## config.mk

```make
export PLATFORM = sky130hd
export DESIGN_NAME = qasoc_top
export DESIGN_NICKNAME = d
export VERILOG_FILES = /design/src/core/qasoc_pkg.sv /design/src/core/qasoc_top.sv
export SDC_FILE = /design/constraint.sdc
export NUM_CORES = 1
export LEC_CHECK = 0
export BUFFER_PORTS_ARGS = -buffer_cell sky130_fd_sc_hd__buf_4
export CAP_MARGIN = 20
export CORE_MARGIN = 1
export CORE_UTILIZATION = 25
export DETAILED_ROUTE_END_ITERATION = 10
export HOLD_SLACK_MARGIN = 0.02
export PLACE_DENSITY = 0.4
export SLEW_MARGIN = 5
export SYNTH_ARGS = -nofsm -noshare
export SYNTH_HDL_FRONTEND = slang
export SYNTH_SLANG_ARGS = --single-unit
```

## constraint.sdc

```tcl
create_clock -name clk -period 5.3 [get_ports clk]
set_clock_uncertainty 0.2 [all_clocks]
set_input_delay 0.265 -clock clk [delete_from_list [all_inputs] [get_ports clk]]
set_output_delay 0.265 -clock clk [all_outputs]
set_load 0.005 [all_outputs]
```

## src/core/qasoc_pkg.sv

```systemverilog
package qasoc_pkg;

    // Register offsets on the plain register port.
    localparam logic [7:0] REG_STATUS    = 8'h02;
    localparam logic [7:0] REG_CHAN_PD   = 8'h05;
    localparam logic [7:0] REG_POWER     = 8'h08;
    localparam logic [7:0] REG_TEST_MODE = 8'h0D;
    localparam logic [7:0] REG_OUT_MODE  = 8'h14;
    localparam logic [7:0] REG_PHASE     = 8'h16;
    localparam logic [7:0] REG_USER1_LO  = 8'h19;
    localparam logic [7:0] REG_USER1_HI  = 8'h1A;
    localparam logic [7:0] REG_USER2_LO  = 8'h1B;
    localparam logic [7:0] REG_USER2_HI  = 8'h1C;

    // Field positions in the output mode and power registers.
    localparam int OM_TWOS     = 0;
    localparam int OM_LOW_SWNG = 1;
    localparam int OM_HI_DRIVE = 2;
    localparam int OM_LSB_1ST  = 3;
    localparam int OM_LEN_LO   = 4;
    localparam int OM_LOW_PLL  = 6;
    localparam int PW_STANDBY  = 0;

    // Values after reset.
    localparam logic [7:0] RST_CHAN_PD   = 8'h00;
    localparam logic [7:0] RST_POWER     = 8'h00;
    localparam logic [3:0] RST_TEST_MODE = 4'h0;
    localparam logic [7:0] RST_OUT_MODE  = 8'h00;
    localparam logic [2:0] RST_PHASE     = 3'h0;
    localparam logic [7:0] RST_USER      = 8'h00;

    // Timing, clock at 25 MHz.
    localparam int CLK_PERIOD_NS  = 40;
    localparam int WAKE_TIME_US   = 375;
    localparam int WAKE_CYC       = WAKE_TIME_US * 1000 / CLK_PERIOD_NS;
    localparam int STBY_WAKE_NS   = 600;
    localparam int STBY_WAKE_CYC  = (STBY_WAKE_NS + CLK_PERIOD_NS - 1) / CLK_PERIOD_NS;
    localparam int CELL_CYC       = 6;
    localparam int PHASE_STEP_CYC = 2;
    localparam int PHASE_DEF_CYC  = 3;
    localparam int STRAP_SYNC_CYC = 3;

    typedef enum logic [2:0] {
        ST_OFF   = 3'b000,
        ST_WAKE  = 3'b001,
        ST_RUN   = 3'b010,
        ST_STBY  = 3'b011,
        ST_SWAKE = 3'b100
    } qasoc_state_t;

    typedef enum logic [3:0] {
        TM_OFF   = 4'h0,
        TM_MID   = 4'h1,
        TM_FULL  = 4'h2,
        TM_ZERO  = 4'h3,
        TM_CHECK = 4'h4,
        TM_PNL   = 4'h5,
        TM_PNS   = 4'h6,
        TM_WTOG  = 4'h7,
        TM_USER  = 4'h8,
        TM_BTOG  = 4'h9,
        TM_SYNC  = 4'hA,
        TM_HIGH  = 4'hB,
        TM_MIX   = 4'hC
    } qasoc_tmode_t;

    // 14-bit forms; shorter word lengths take the top bits.
    localparam logic [13:0] PAT_MID   = 14'h2000;
    localparam logic [13:0] PAT_ONES  = 14'h3FFF;
    localparam logic [13:0] PAT_ALT_A = 14'h2AAA;
    localparam logic [13:0] PAT_ALT_B = 14'h1555;
    // These two differ in shape per length, indexed by length code 8/10/12/14.
    localparam logic [13:0] PAT_SYNC [4] = '{14'h000F, 14'h001F, 14'h003F, 14'h007F};
    localparam logic [13:0] PAT_MIX  [4] = '{14'h00A3, 14'h0263, 14'h0A33, 14'h2867};
    localparam logic [22:0] PN_SEED = 23'h7FFFFF;

endpackage : qasoc_pkg

```

## src/core/qasoc_top.sv

```systemverilog
// Our own choices: the plain strobed port and the register offsets.
`timescale 1ns/1ps

module qasoc_top
    import qasoc_pkg::*;
#(
    parameter int NCH         = 4,
    parameter int WAKE_CYCLES = WAKE_CYC
)(
    input  wire logic             clk,
    input  wire logic             resetn,
    input  wire logic             ce,
    input  wire logic [7:0]       reg_addr,
    input  wire logic [7:0]       reg_wdata,
    input  wire logic             reg_wr,
    input  wire logic             reg_rd,
    output logic      [7:0]       reg_rdata,
    input  wire logic             power_down_pin,
    input  wire logic             serial_io_drive_mode_strap,
    input  wire logic [NCH*8-1:0] adc_data,
    output logic                  sample_take,
    output logic      [NCH-1:0]   lane_data,
    output logic      [NCH-1:0]   lane_oe_n,
    output logic                  bit_clock_output,
    output logic                  bit_clock_output_oe_n,
    output logic                  frame_clock_output,
    output logic                  frame_clock_output_oe_n,
    output logic                  low_swing,
    output logic                  high_drive,
    output logic                  pll_low_rate,
    output logic                  pll_enable,
    output logic                  analog_enable
);

    if (NCH < 1 || NCH > 8)
    begin : g_chk_nch
        $error("NCH must be 1 to 8");
    end
    if (WAKE_CYCLES < 1 || WAKE_CYCLES > 16777215)
    begin : g_chk_wake
        $error("WAKE_CYCLES must fit 24 bits");
    end

    localparam logic [23:0] WAKE_MAX = 24'(WAKE_CYCLES);
    localparam logic [4:0]  SWAKE_N  = 5'(STBY_WAKE_CYC);
    localparam logic [2:0]  CELL_END = 3'(CELL_CYC - 1);

    // Length code 0..3 stands for 8, 10, 12 and 14 bits.
    function automatic logic [13:0] fit(input logic [13:0] v, input logic [1:0] lc);
        fit = v >> (4'd6 - {1'b0, lc, 1'b0});
    endfunction : fit

    function automatic logic [13:0] len_mask(input logic [1:0] lc);
        len_mask = fit(PAT_ONES, lc);
    endfunction : len_mask

    // The 12-bit length is padded with four trailing zeros on the wire.
    function automatic logic [4:0] frame_bits(input logic [1:0] lc);
        frame_bits = (lc == 2'd2) ? 5'd16 : (5'd8 + {2'b00, lc, 1'b0});
    endfunction : frame_bits

    // Runs a Fibonacci LFSR one bit per word bit; returns {state, word}.
    function automatic logic [36:0] pn_run(input logic [22:0] s, input int n, input int t,
                                           input logic [1:0] lc);
        logic [22:0] st;
        logic [13:0] w;
        logic        fb;
        st = s;
        w  = '0;
        for (int i = 0; i < 14; i++)
        begin
            if (i < 8 + 2 * int'(lc))
            begin
                fb = st[n-1] ^ st[t-1];
                st = ((st << 1) | {22'h0, fb}) & (23'h7FFFFF >> (23 - n));
                w  = {w[12:0], fb};
            end
        end
        pn_run = {st, w};
    endfunction : pn_run

    // Input synchronisers.
    logic pd_s1_q, pd_s2_q, strap_s1_q, strap_s2_q;
    logic [1:0] strap_wait_q;
    logic       strap_lat_q;
    localparam logic [1:0] STRAP_END = 2'(STRAP_SYNC_CYC);

    always_ff @(posedge clk or negedge resetn)
    begin
        if (!resetn)
        begin
            pd_s1_q    <= 1'b0;
            pd_s2_q    <= 1'b0;
            strap_s1_q <= 1'b0;
            strap_s2_q <= 1'b0;
        end
        else if (ce)
        begin
            pd_s1_q    <= power_down_pin;
            pd_s2_q    <= pd_s1_q;
            strap_s1_q <= serial_io_drive_mode_strap;
            strap_s2_q <= strap_s1_q;
        end
    end

    // The strap is caught once the synchroniser has filled after reset, then ignored.
    // Latching on the first edge would only see the synchroniser's reset value.
    always_ff @(posedge clk or negedge resetn)
    begin
        if (!resetn)
        begin
            strap_wait_q <= 2'd0;
            strap_lat_q  <= 1'b0;
        end
        else if (ce && strap_wait_q != STRAP_END)
        begin
            strap_wait_q <= strap_wait_q + 2'd1;
            strap_lat_q  <= strap_s2_q;
        end
    end

    // Registers.
    logic [7:0] chan_pd_q, power_q, out_mode_q, user1_lo_q, user1_hi_q, user2_lo_q, user2_hi_q;
    logic [3:0] test_mode_q;
    logic [2:0] phase_q;
    qasoc_state_t state_q;

    always_ff @(posedge clk or negedge resetn)
    begin
        if (!resetn)
        begin
            chan_pd_q   <= RST_CHAN_PD;
            power_q     <= RST_POWER;
            test_mode_q <= RST_TEST_MODE;
            out_mode_q  <= RST_OUT_MODE;
            phase_q     <= RST_PHASE;
            user1_lo_q  <= RST_USER;
            user1_hi_q  <= RST_USER;
            user2_lo_q  <= RST_USER;
            user2_hi_q  <= RST_USER;
        end
        else if (ce && reg_wr)
        begin
            unique case (reg_addr)
                REG_CHAN_PD:   chan_pd_q   <= reg_wdata;
                REG_POWER:     power_q     <= reg_wdata;
                REG_TEST_MODE: test_mode_q <= reg_wdata[3:0];
                REG_OUT_MODE:  out_mode_q  <= reg_wdata;
                REG_PHASE:     phase_q     <= reg_wdata[2:0];
                REG_USER1_LO:  user1_lo_q  <= reg_wdata;
                REG_USER1_HI:  user1_hi_q  <= reg_wdata;
                REG_USER2_LO:  user2_lo_q  <= reg_wdata;
                REG_USER2_HI:  user2_hi_q  <= reg_wdata;
                default:       ;
            endcase
        end
    end

    always_ff @(posedge clk or negedge resetn)
    begin
        if (!resetn)
        begin
            reg_rdata <= 8'h00;
        end
        else if (ce)
        begin
            reg_rdata <= 8'h00;
            if (reg_rd)
            begin
                unique case (reg_addr)
                    REG_STATUS:    reg_rdata <= {3'b000, strap_lat_q, pd_s2_q, state_q};
                    REG_CHAN_PD:   reg_rdata <= chan_pd_q;
                    REG_POWER:     reg_rdata <= power_q;
                    REG_TEST_MODE: reg_rdata <= {4'h0, test_mode_q};
                    REG_OUT_MODE:  reg_rdata <= out_mode_q;
                    REG_PHASE:     reg_rdata <= {5'h00, phase_q};
                    REG_USER1_LO:  reg_rdata <= user1_lo_q;
                    REG_USER1_HI:  reg_rdata <= user1_hi_q;
                    REG_USER2_LO:  reg_rdata <= user2_lo_q;
                    REG_USER2_HI:  reg_rdata <= user2_hi_q;
                    default:       reg_rdata <= 8'h00;
                endcase
            end
        end
    end

    logic [1:0] lc;
    assign lc = out_mode_q[OM_LEN_LO+1:OM_LEN_LO];

    // Power state. The deficit counter models reference charge lost while down:
    // it climbs while the pin holds the part off and is paid back on wake.
    logic [23:0] deficit_q;
    logic [4:0]  swake_q;
    logic        standby;
    assign standby = power_q[PW_STANDBY];

    always_ff @(posedge clk or negedge resetn)
    begin
        if (!resetn)
        begin
            state_q   <= ST_OFF;
            deficit_q <= WAKE_MAX;
            swake_q   <= '0;
        end
        else if (ce)
        begin
            if (pd_s2_q)
            begin
                state_q <= ST_OFF;
                if (deficit_q != WAKE_MAX)
                    deficit_q <= deficit_q + 24'd1;
            end
            else
            begin
                unique case (state_q)
                    ST_OFF:   state_q <= ST_WAKE;
                    ST_WAKE:
                    begin
                        if (deficit_q == 24'd0)
                            state_q <= ST_RUN;
                        else
                            deficit_q <= deficit_q - 24'd1;
                    end
                    ST_RUN:   if (standby) state_q <= ST_STBY;
                    ST_STBY:
                    begin
                        if (!standby)
                        begin
                            state_q <= ST_SWAKE;
                            swake_q <= SWAKE_N - 5'd1;
                        end
                    end
                    ST_SWAKE:
                    begin
                        if (standby)
                            state_q <= ST_STBY;
                        else if (swake_q == 5'd0)
                            state_q <= ST_RUN;
                        else
                            swake_q <= swake_q - 5'd1;
                    end
                    default:  state_q <= ST_OFF;
                endcase
            end
        end
    end

    logic run;
    assign run = (state_q == ST_RUN);

    // Bit cell and word position counters.
    logic [2:0] cell_q;
    logic [3:0] bit_q;
    logic       load;
    logic [4:0] nbits;
    assign nbits = frame_bits(lc);
    assign load  = run && cell_q == 3'd0 && bit_q == 4'd0;

    always_ff @(posedge clk or negedge resetn)
    begin
        if (!resetn)
        begin
            cell_q <= '0;
            bit_q  <= '0;
        end
        else if (ce)
        begin
            if (!run)
            begin
                cell_q <= '0;
                bit_q  <= '0;
            end
            else if (cell_q == CELL_END)
            begin
                cell_q <= '0;
                bit_q  <= ({1'b0, bit_q} == nbits - 5'd1) ? 4'd0 : bit_q + 4'd1;
            end
            else
                cell_q <= cell_q + 3'd1;
        end
    end

    // Pattern state advanced once per word.
    logic        alt_q;
    logic [22:0] pnl_q, pns_q;
    logic [36:0] pnl_nx, pns_nx;
    assign pnl_nx = pn_run(pnl_q, 23, 18, lc);
    assign pns_nx = pn_run(pns_q, 9, 5, lc);

    always_ff @(posedge clk or negedge resetn)
    begin
        if (!resetn)
        begin
            alt_q <= 1'b0;
            pnl_q <= PN_SEED;
            pns_q <= PN_SEED;
        end
        else if (ce && load)
        begin
            alt_q <= ~alt_q;
            if (test_mode_q == TM_PNL)
                pnl_q <= pnl_nx[36:14];
            if (test_mode_q == TM_PNS)
                pns_q <= pns_nx[36:14];
        end
    end

    // Test pattern word, right-justified at the selected length.
    logic [13:0] pat;
    logic        pat_fmt;
    always_comb
    begin
        pat     = '0;
        pat_fmt = 1'b0;
        case (test_mode_q)
            TM_MID:   begin pat = fit(PAT_MID, lc); pat_fmt = 1'b1; end
            TM_FULL:  begin pat = fit(PAT_ONES, lc); pat_fmt = 1'b1; end
            TM_ZERO:  pat_fmt = 1'b1;
            TM_CHECK: pat = fit(alt_q ? PAT_ALT_B : PAT_ALT_A, lc);
            TM_PNL:   begin pat = pnl_nx[13:0]; pat_fmt = 1'b1; end
            TM_PNS:   begin pat = pns_nx[13:0]; pat_fmt = 1'b1; end
            TM_WTOG:  pat = alt_q ? 14'h0000 : fit(PAT_ONES, lc);
            TM_USER:  pat = (alt_q ? {user2_hi_q[5:0], user2_lo_q}
                                   : {user1_hi_q[5:0], user1_lo_q}) & len_mask(lc);
            TM_BTOG:  pat = fit(PAT_ALT_A, lc);
            TM_SYNC:  pat = PAT_SYNC[lc];
            TM_HIGH:  pat = fit(PAT_MID, lc);
            TM_MIX:   pat = PAT_MIX[lc];
            default:  ;
        endcase
    end

    // Clock generation. A 12-cycle bit clock period gives 30 degrees per cycle.
    logic [3:0] pos, off, ph;
    logic       half;
    assign pos  = (bit_q[0] ? 4'd6 : 4'd0) + {1'b0, cell_q};
    assign off  = (phase_q == 3'd0 || phase_q == 3'd7) ? 4'(PHASE_DEF_CYC)
                : 4'(PHASE_STEP_CYC) * ({1'b0, phase_q} - 4'd1);
    assign ph   = (pos >= off) ? pos - off : pos + 4'd12 - off;
    assign half = {1'b0, bit_q} < (nbits >> 1);

    always_ff @(posedge clk or negedge resetn)
    begin
        if (!resetn)
        begin
            bit_clock_output   <= 1'b0;
            frame_clock_output <= 1'b0;
        end
        else if (ce)
        begin
            bit_clock_output   <= run && ph < 4'd6;
            frame_clock_output <= run && half;
        end
    end

    // Per-lane word build and shifter.
    logic [15:0] sh_q [NCH];

    for (genvar c = 0; c < NCH; c++)
    begin : g_lane
        logic [13:0] w;
        logic [15:0] img, rev;
        always_comb
        begin
            w = (test_mode_q == TM_OFF)
              ? ({6'h00, adc_data[c*8 +: 8]} << {lc, 1'b0}) : pat;
            if ((test_mode_q == TM_OFF || pat_fmt) && out_mode_q[OM_TWOS])
                w = w ^ fit(PAT_MID, lc);
            img = {w, 2'b00} << (4'd6 - {1'b0, lc, 1'b0});
            for (int i = 0; i < 16; i++)
                rev[i] = img[15-i];
            if (out_mode_q[OM_LSB_1ST])
                img = rev << (4'd8 - {1'b0, lc, 1'b0});
        end

        always_ff @(posedge clk or negedge resetn)
        begin
            if (!resetn)
            begin
                sh_q[c]      <= '0;
                lane_data[c] <= 1'b0;
            end
            else if (ce)
            begin
                if (!run || chan_pd_q[c])
                begin
                    lane_data[c] <= 1'b0;
                    sh_q[c]      <= '0;
                end
                else if (load)
                begin
                    lane_data[c] <= img[15];
                    sh_q[c]      <= img << 1;
                end
                else if (cell_q == 3'd0)
                begin
                    lane_data[c] <= sh_q[c][15];
                    sh_q[c]      <= sh_q[c] << 1;
                end
            end
        end
    end

    // Drivers and analog controls.
    logic hiz_q;
    always_ff @(posedge clk or negedge resetn)
    begin
        if (!resetn)
            hiz_q <= 1'b1;
        else if (ce)
            hiz_q <= (state_q == ST_OFF) || pd_s2_q;
    end

    assign lane_oe_n               = {NCH{hiz_q}};
    assign bit_clock_output_oe_n   = hiz_q;
    assign frame_clock_output_oe_n = hiz_q;
    assign sample_take             = load && ce;
    assign low_swing     = strap_lat_q | out_mode_q[OM_LOW_SWNG];
    assign high_drive    = out_mode_q[OM_HI_DRIVE];
    assign pll_low_rate  = out_mode_q[OM_LOW_PLL];
    assign pll_enable    = state_q != ST_OFF;
    assign analog_enable = state_q != ST_OFF && state_q != ST_STBY;

endmodule : qasoc_top

```

==> impl_metrics.csv <==
group,metric,value,unit
timing,hold_viol_final,0,
timing,period_needed,4630,ps
setup_path,end_kind,"flop",
setup_path,regToRegSetupSlack,670,ps
min_path,holdPathEnd,"test_mode_q[2]",
final_layout,n_fill_cell,8170,
power,p_per_area,463,nW/um^2
synthesis,syn_nets,2374,
drt,num_vias,19000,
cts,clk_pin_slew,60,ps
drt,drt_pre_antenna_iters,6,
die,die_w,279,microns
die,core,75800,sq um
die,start_util,25.2,%
grt,gr-usage-all-layers,20.6,%
min_path,hold_depth,4,
timing,timing.fmax,216,MHz
final_layout,fin_nets,2432,
status,status,"finished clean",
cts,clkLatencyLatePin,620,ps
synthesis,ys_types,117,
setup_path,critPathRequiredTime,5610,ps
drt,ant_nets,0,
setup_path,ff2ff_path_depth,13,
placed_design,gp_congestion,0.959,
cts,cts_made_buffers,30,
min_path,hp-class,"in -> reg",
cts,tritoncts,"yes",
grt,grt_pass1_wl,122,mm
run,max_cap_viol_count,0,
cts,cts_root_buffer,"clkbuf_16",
power,p_int,5.51,mW
cts,cts_setup_buffers,0,
drt,viasPerCell,5.69,
power,peakVddDrop,0.000265,V
placed_design,portBuffers,80,
die,die-area,77600,sq um
setup_path,crit_chain,"inv_2, ha_4, buf_4, mux2i_4, xnor2_1, a211oi_1, o31ai_2, buf_4, nand2_1, a211oi_1, a22o_1, nor3_1, o21ai_1",
synthesis,syn_inst,2269,
timing,worst_pin_slew,1190,ps
cts,clock_path_buffers,3,
power,comb_power_share,55.0,%
synthesis,yosysSeqAreaShare,28.6,%
setup_path,r2r-start,"out_mode_q[4]",
final_layout,final_cells,3329,
synthesis,synth_area,19100,sq um
die,io-pin-count,81,
power,p_seq_share,24.5,%
setup_path,cp_data_arrival_time,4940,ps
final_layout,antenna_cells,0,
synthesis,synth-edff-count,0,
timing,finalCritPeriodShare,87.4,%
grt,grt_max_degree,137,
drt,routed_wl,82.7,mm
grt,grt_pass1_vias,18200,
grt,grt_overflow,0,
grt,antenna_found_initial,0,
timing,setup_violations,0,
min_path,worstHoldStart,"reg_addr[3]",
die,dieHeight,279,microns
setup_path,crit_buf_inv,3,
final_layout,area_growth,15.8,%
timing,maxSlewViolCount,0,
cts,cts_sinks,217,
timing,setup_tns,0,ps
placed_design,dp.cells,3252,
drt,wl_per_cell,24.8,microns
timing,slew-limit-headroom,20.2,%
synthesis,syn_avg_cell_area,8.43,sq um
setup_path,crit_path_max_fanout,19,
timing,rsz0062_at_grt,"no",
die,num_rows,101,
setup_path,crit_cells,13,
setup_path,start_kind,"flop",
setup_path,path_class,"reg -> reg",
final_layout,drive_gt1_share,19.9,%
power,p_clk_share,20.6,%
power,power_switching,4.74,mW
synthesis,synth_ff_type,"dfrtp_1",
setup_path,path_delay_family,"compound AO/OA/AOI/OAI gates",
cts,h-tree-depth,1,
power,p_leak,9.02,nW
synthesis,async_flop_share,100,%
setup_path,slowest_delay,680,ps
setup_path,timing.rr.end,"sh_q[62]",
setup_path,cp_slowest_cell,"a211oi_1",
drt,drcViolationCount,0,
power,switching_share,46.2,%
drt,first_iter_violations,1739,
power,power.total,10.3,mW
synthesis,yosysWarnings,0,
setup_path,startpoint,"out_mode_q[4]",
placed_design,dp_hpwl,61.6,mm
synthesis,ys_ff_latch,217,
cts,cts_resized,0,
[power groups by stage]
stage               Combinational [mW]  Sequential [mW]  Clock [mW]
global placement                  5.54             2.54           0
CTS                               5.58             2.51        2.17
finish                            5.64             2.51        2.11
global route                      6.05             2.58        2.23
floorplan                         3.77             2.34           0
detailed placement                5.54             2.54           0
[per-layer routing]
layer / vias to the layer above / GRT usage (%) / routed length [microns] / share of wire [%]
met5: - / 0 / 0 / 0
met4: 0 / 7.27 / 3090 / 3.7
met3: 153 / 2.11 / 4440 / 5.4
met2: 726 / 33.2 / 38100 / 46
met1: 9449 / 28.4 / 37100 / 45
li1: 8628 / - / - / -
[cells in the mapped netlist, types with 22 or more instances]
| cell | number | area, sq um |
|---|---|---|
| o22ai_1 | 23 | 144 |
| o211ai_1 | 26 | 195 |
| dfrtp_1 | 176 | 4400 |
| xnor2_1 | 48 | 420 |
| nor3_1 | 45 | 225 |
| a21o_1 | 22 | 165 |
| inv_1 | 46 | 173 |
| nand2b_1 | 25 | 156 |
| dfstp_2 | 41 | 1080 |
| a31oi_1 | 22 | 138 |
| a22oi_1 | 59 | 443 |
| nand2_1 | 228 | 856 |
| xor2_1 | 30 | 263 |
| a221oi_1 | 23 | 201 |
| a21oi_1 | 149 | 746 |
| mux2_2 | 134 | 1510 |
| ha_1 | 45 | 563 |
| o21a_1 | 25 | 188 |
| o21ai_0 | 148 | 741 |
| buf_2 | 53 | 265 |
| clkbuf_1 | 81 | 304 |
| mux2i_1 | 77 | 771 |
| o221ai_1 | 24 | 210 |
| o31ai_1 | 32 | 240 |
| and2_1 | 24 | 150 |
| a211oi_1 | 29 | 218 |
| nor2_1 | 213 | 800 |
| o21ai_1 | 24 | 120 |
| nand3_1 | 35 | 175 |
[how the worst max path moves through the flow]
stage	end	slack, ps
global placement	sh_q[38]	820
global route	sh_q[62]	490
finish	sh_q[62]	670
detailed placement	sh_q[54]	780
floorplan	sh_q[46]	140
CTS	sh_q[54]	720
[stage by stage]
stage | area (sq um) | setup WS (ps) | utilization [%] | hold WS (ps)
6_report | 22200 | 670 | 29.2 | 81.3
5_1_grt | 22200 | 489 | 29.2 | 93.7
4_1_cts | 22200 | 720 | 29.2 | 21.4
3_5_place_dp | 20900 | 778 | 27.6 | 196
3_3_place_gp | 20900 | 818 | 27.6 | 205
2_1_floorplan | 19100 | 141 | - | -231
[cell families after synthesis]
| group | share of synthesized area (%) |
|---|---|
| mux | 12.1 |
| compound gates | 27.7 |
| simple gates | 18.4 |
| xor+xnor | 4.42 |
| buf+inv | 5.28 |
| fa+ha+maj | 3.47 |
| flops | 28.6 |
[layout by cell type, fill, tap and decap left out, types with 16 or more instances in the layout]
cell type      count
nand2_1          228
nor2_1           213
dfrtp_1          174
buf_4            169
a21oi_1          149
o21ai_0          148
mux2_2           134
mux2i_1           77
a22oi_1           59
xnor2_1           48
inv_1             45
nor3_1            45
ha_1              43
dfstp_2           41
nand3_1           35
o31ai_1           32
xor2_1            30
clkbuf_16         30
a211oi_1          29
o211ai_1          26
nand2b_1          25
o21a_1            25
o21ai_1           24
and2_1            24
o221ai_1          24
a221oi_1          23
o22ai_1           23
a21o_1            22
a31oi_1           22
nor2b_1           21
a221o_1           20
dlygate4sd3_1     20
nor4_1            18
nand4_1           16
[state kept, by name, summed over array words and instances (netlist names), 4 cells and up]
name,flops
sh_q,60
deficit_q,24
pnl_q,23
pns_q,9
chan_pd_q,8
out_mode_q,8
power_q,8
reg_rdata,8
user1_hi_q,8
user1_lo_q,8
user2_hi_q,8
user2_lo_q,8
swake_q,5
bit_q,4
lane_data,4
test_mode_q,4
[tightest hold or removal path, cell delays in order]
cell     delay, ps
buf_4          140
nand2_1        110
nor3_1         150
o21ai_0        180
[final cells by class]
| cell class | instances | area, sq um | share of cell area (%) |
|---|---|---|---|
| clock buffers | 42 | 876 | 3.95 |
| well taps | 978 | 1220 | 5.52 |
| multi-input cells | 1835 | 12700 | 57.2 |
| flip-flops and latches | 217 | 5490 | 24.8 |
| repair buffers | 195 | 1570 | 7.09 |
| clock inverters | 14 | 155 | 0.700 |
| inverters | 48 | 180 | 0.813 |
[repair_timing]
item,4_1_cts,5_1_grt
endpoints found under the setup margin,0,0
hold buffers,20,0
hold endpoints to repair,168,0
Power figures use the tool's default switching activity.
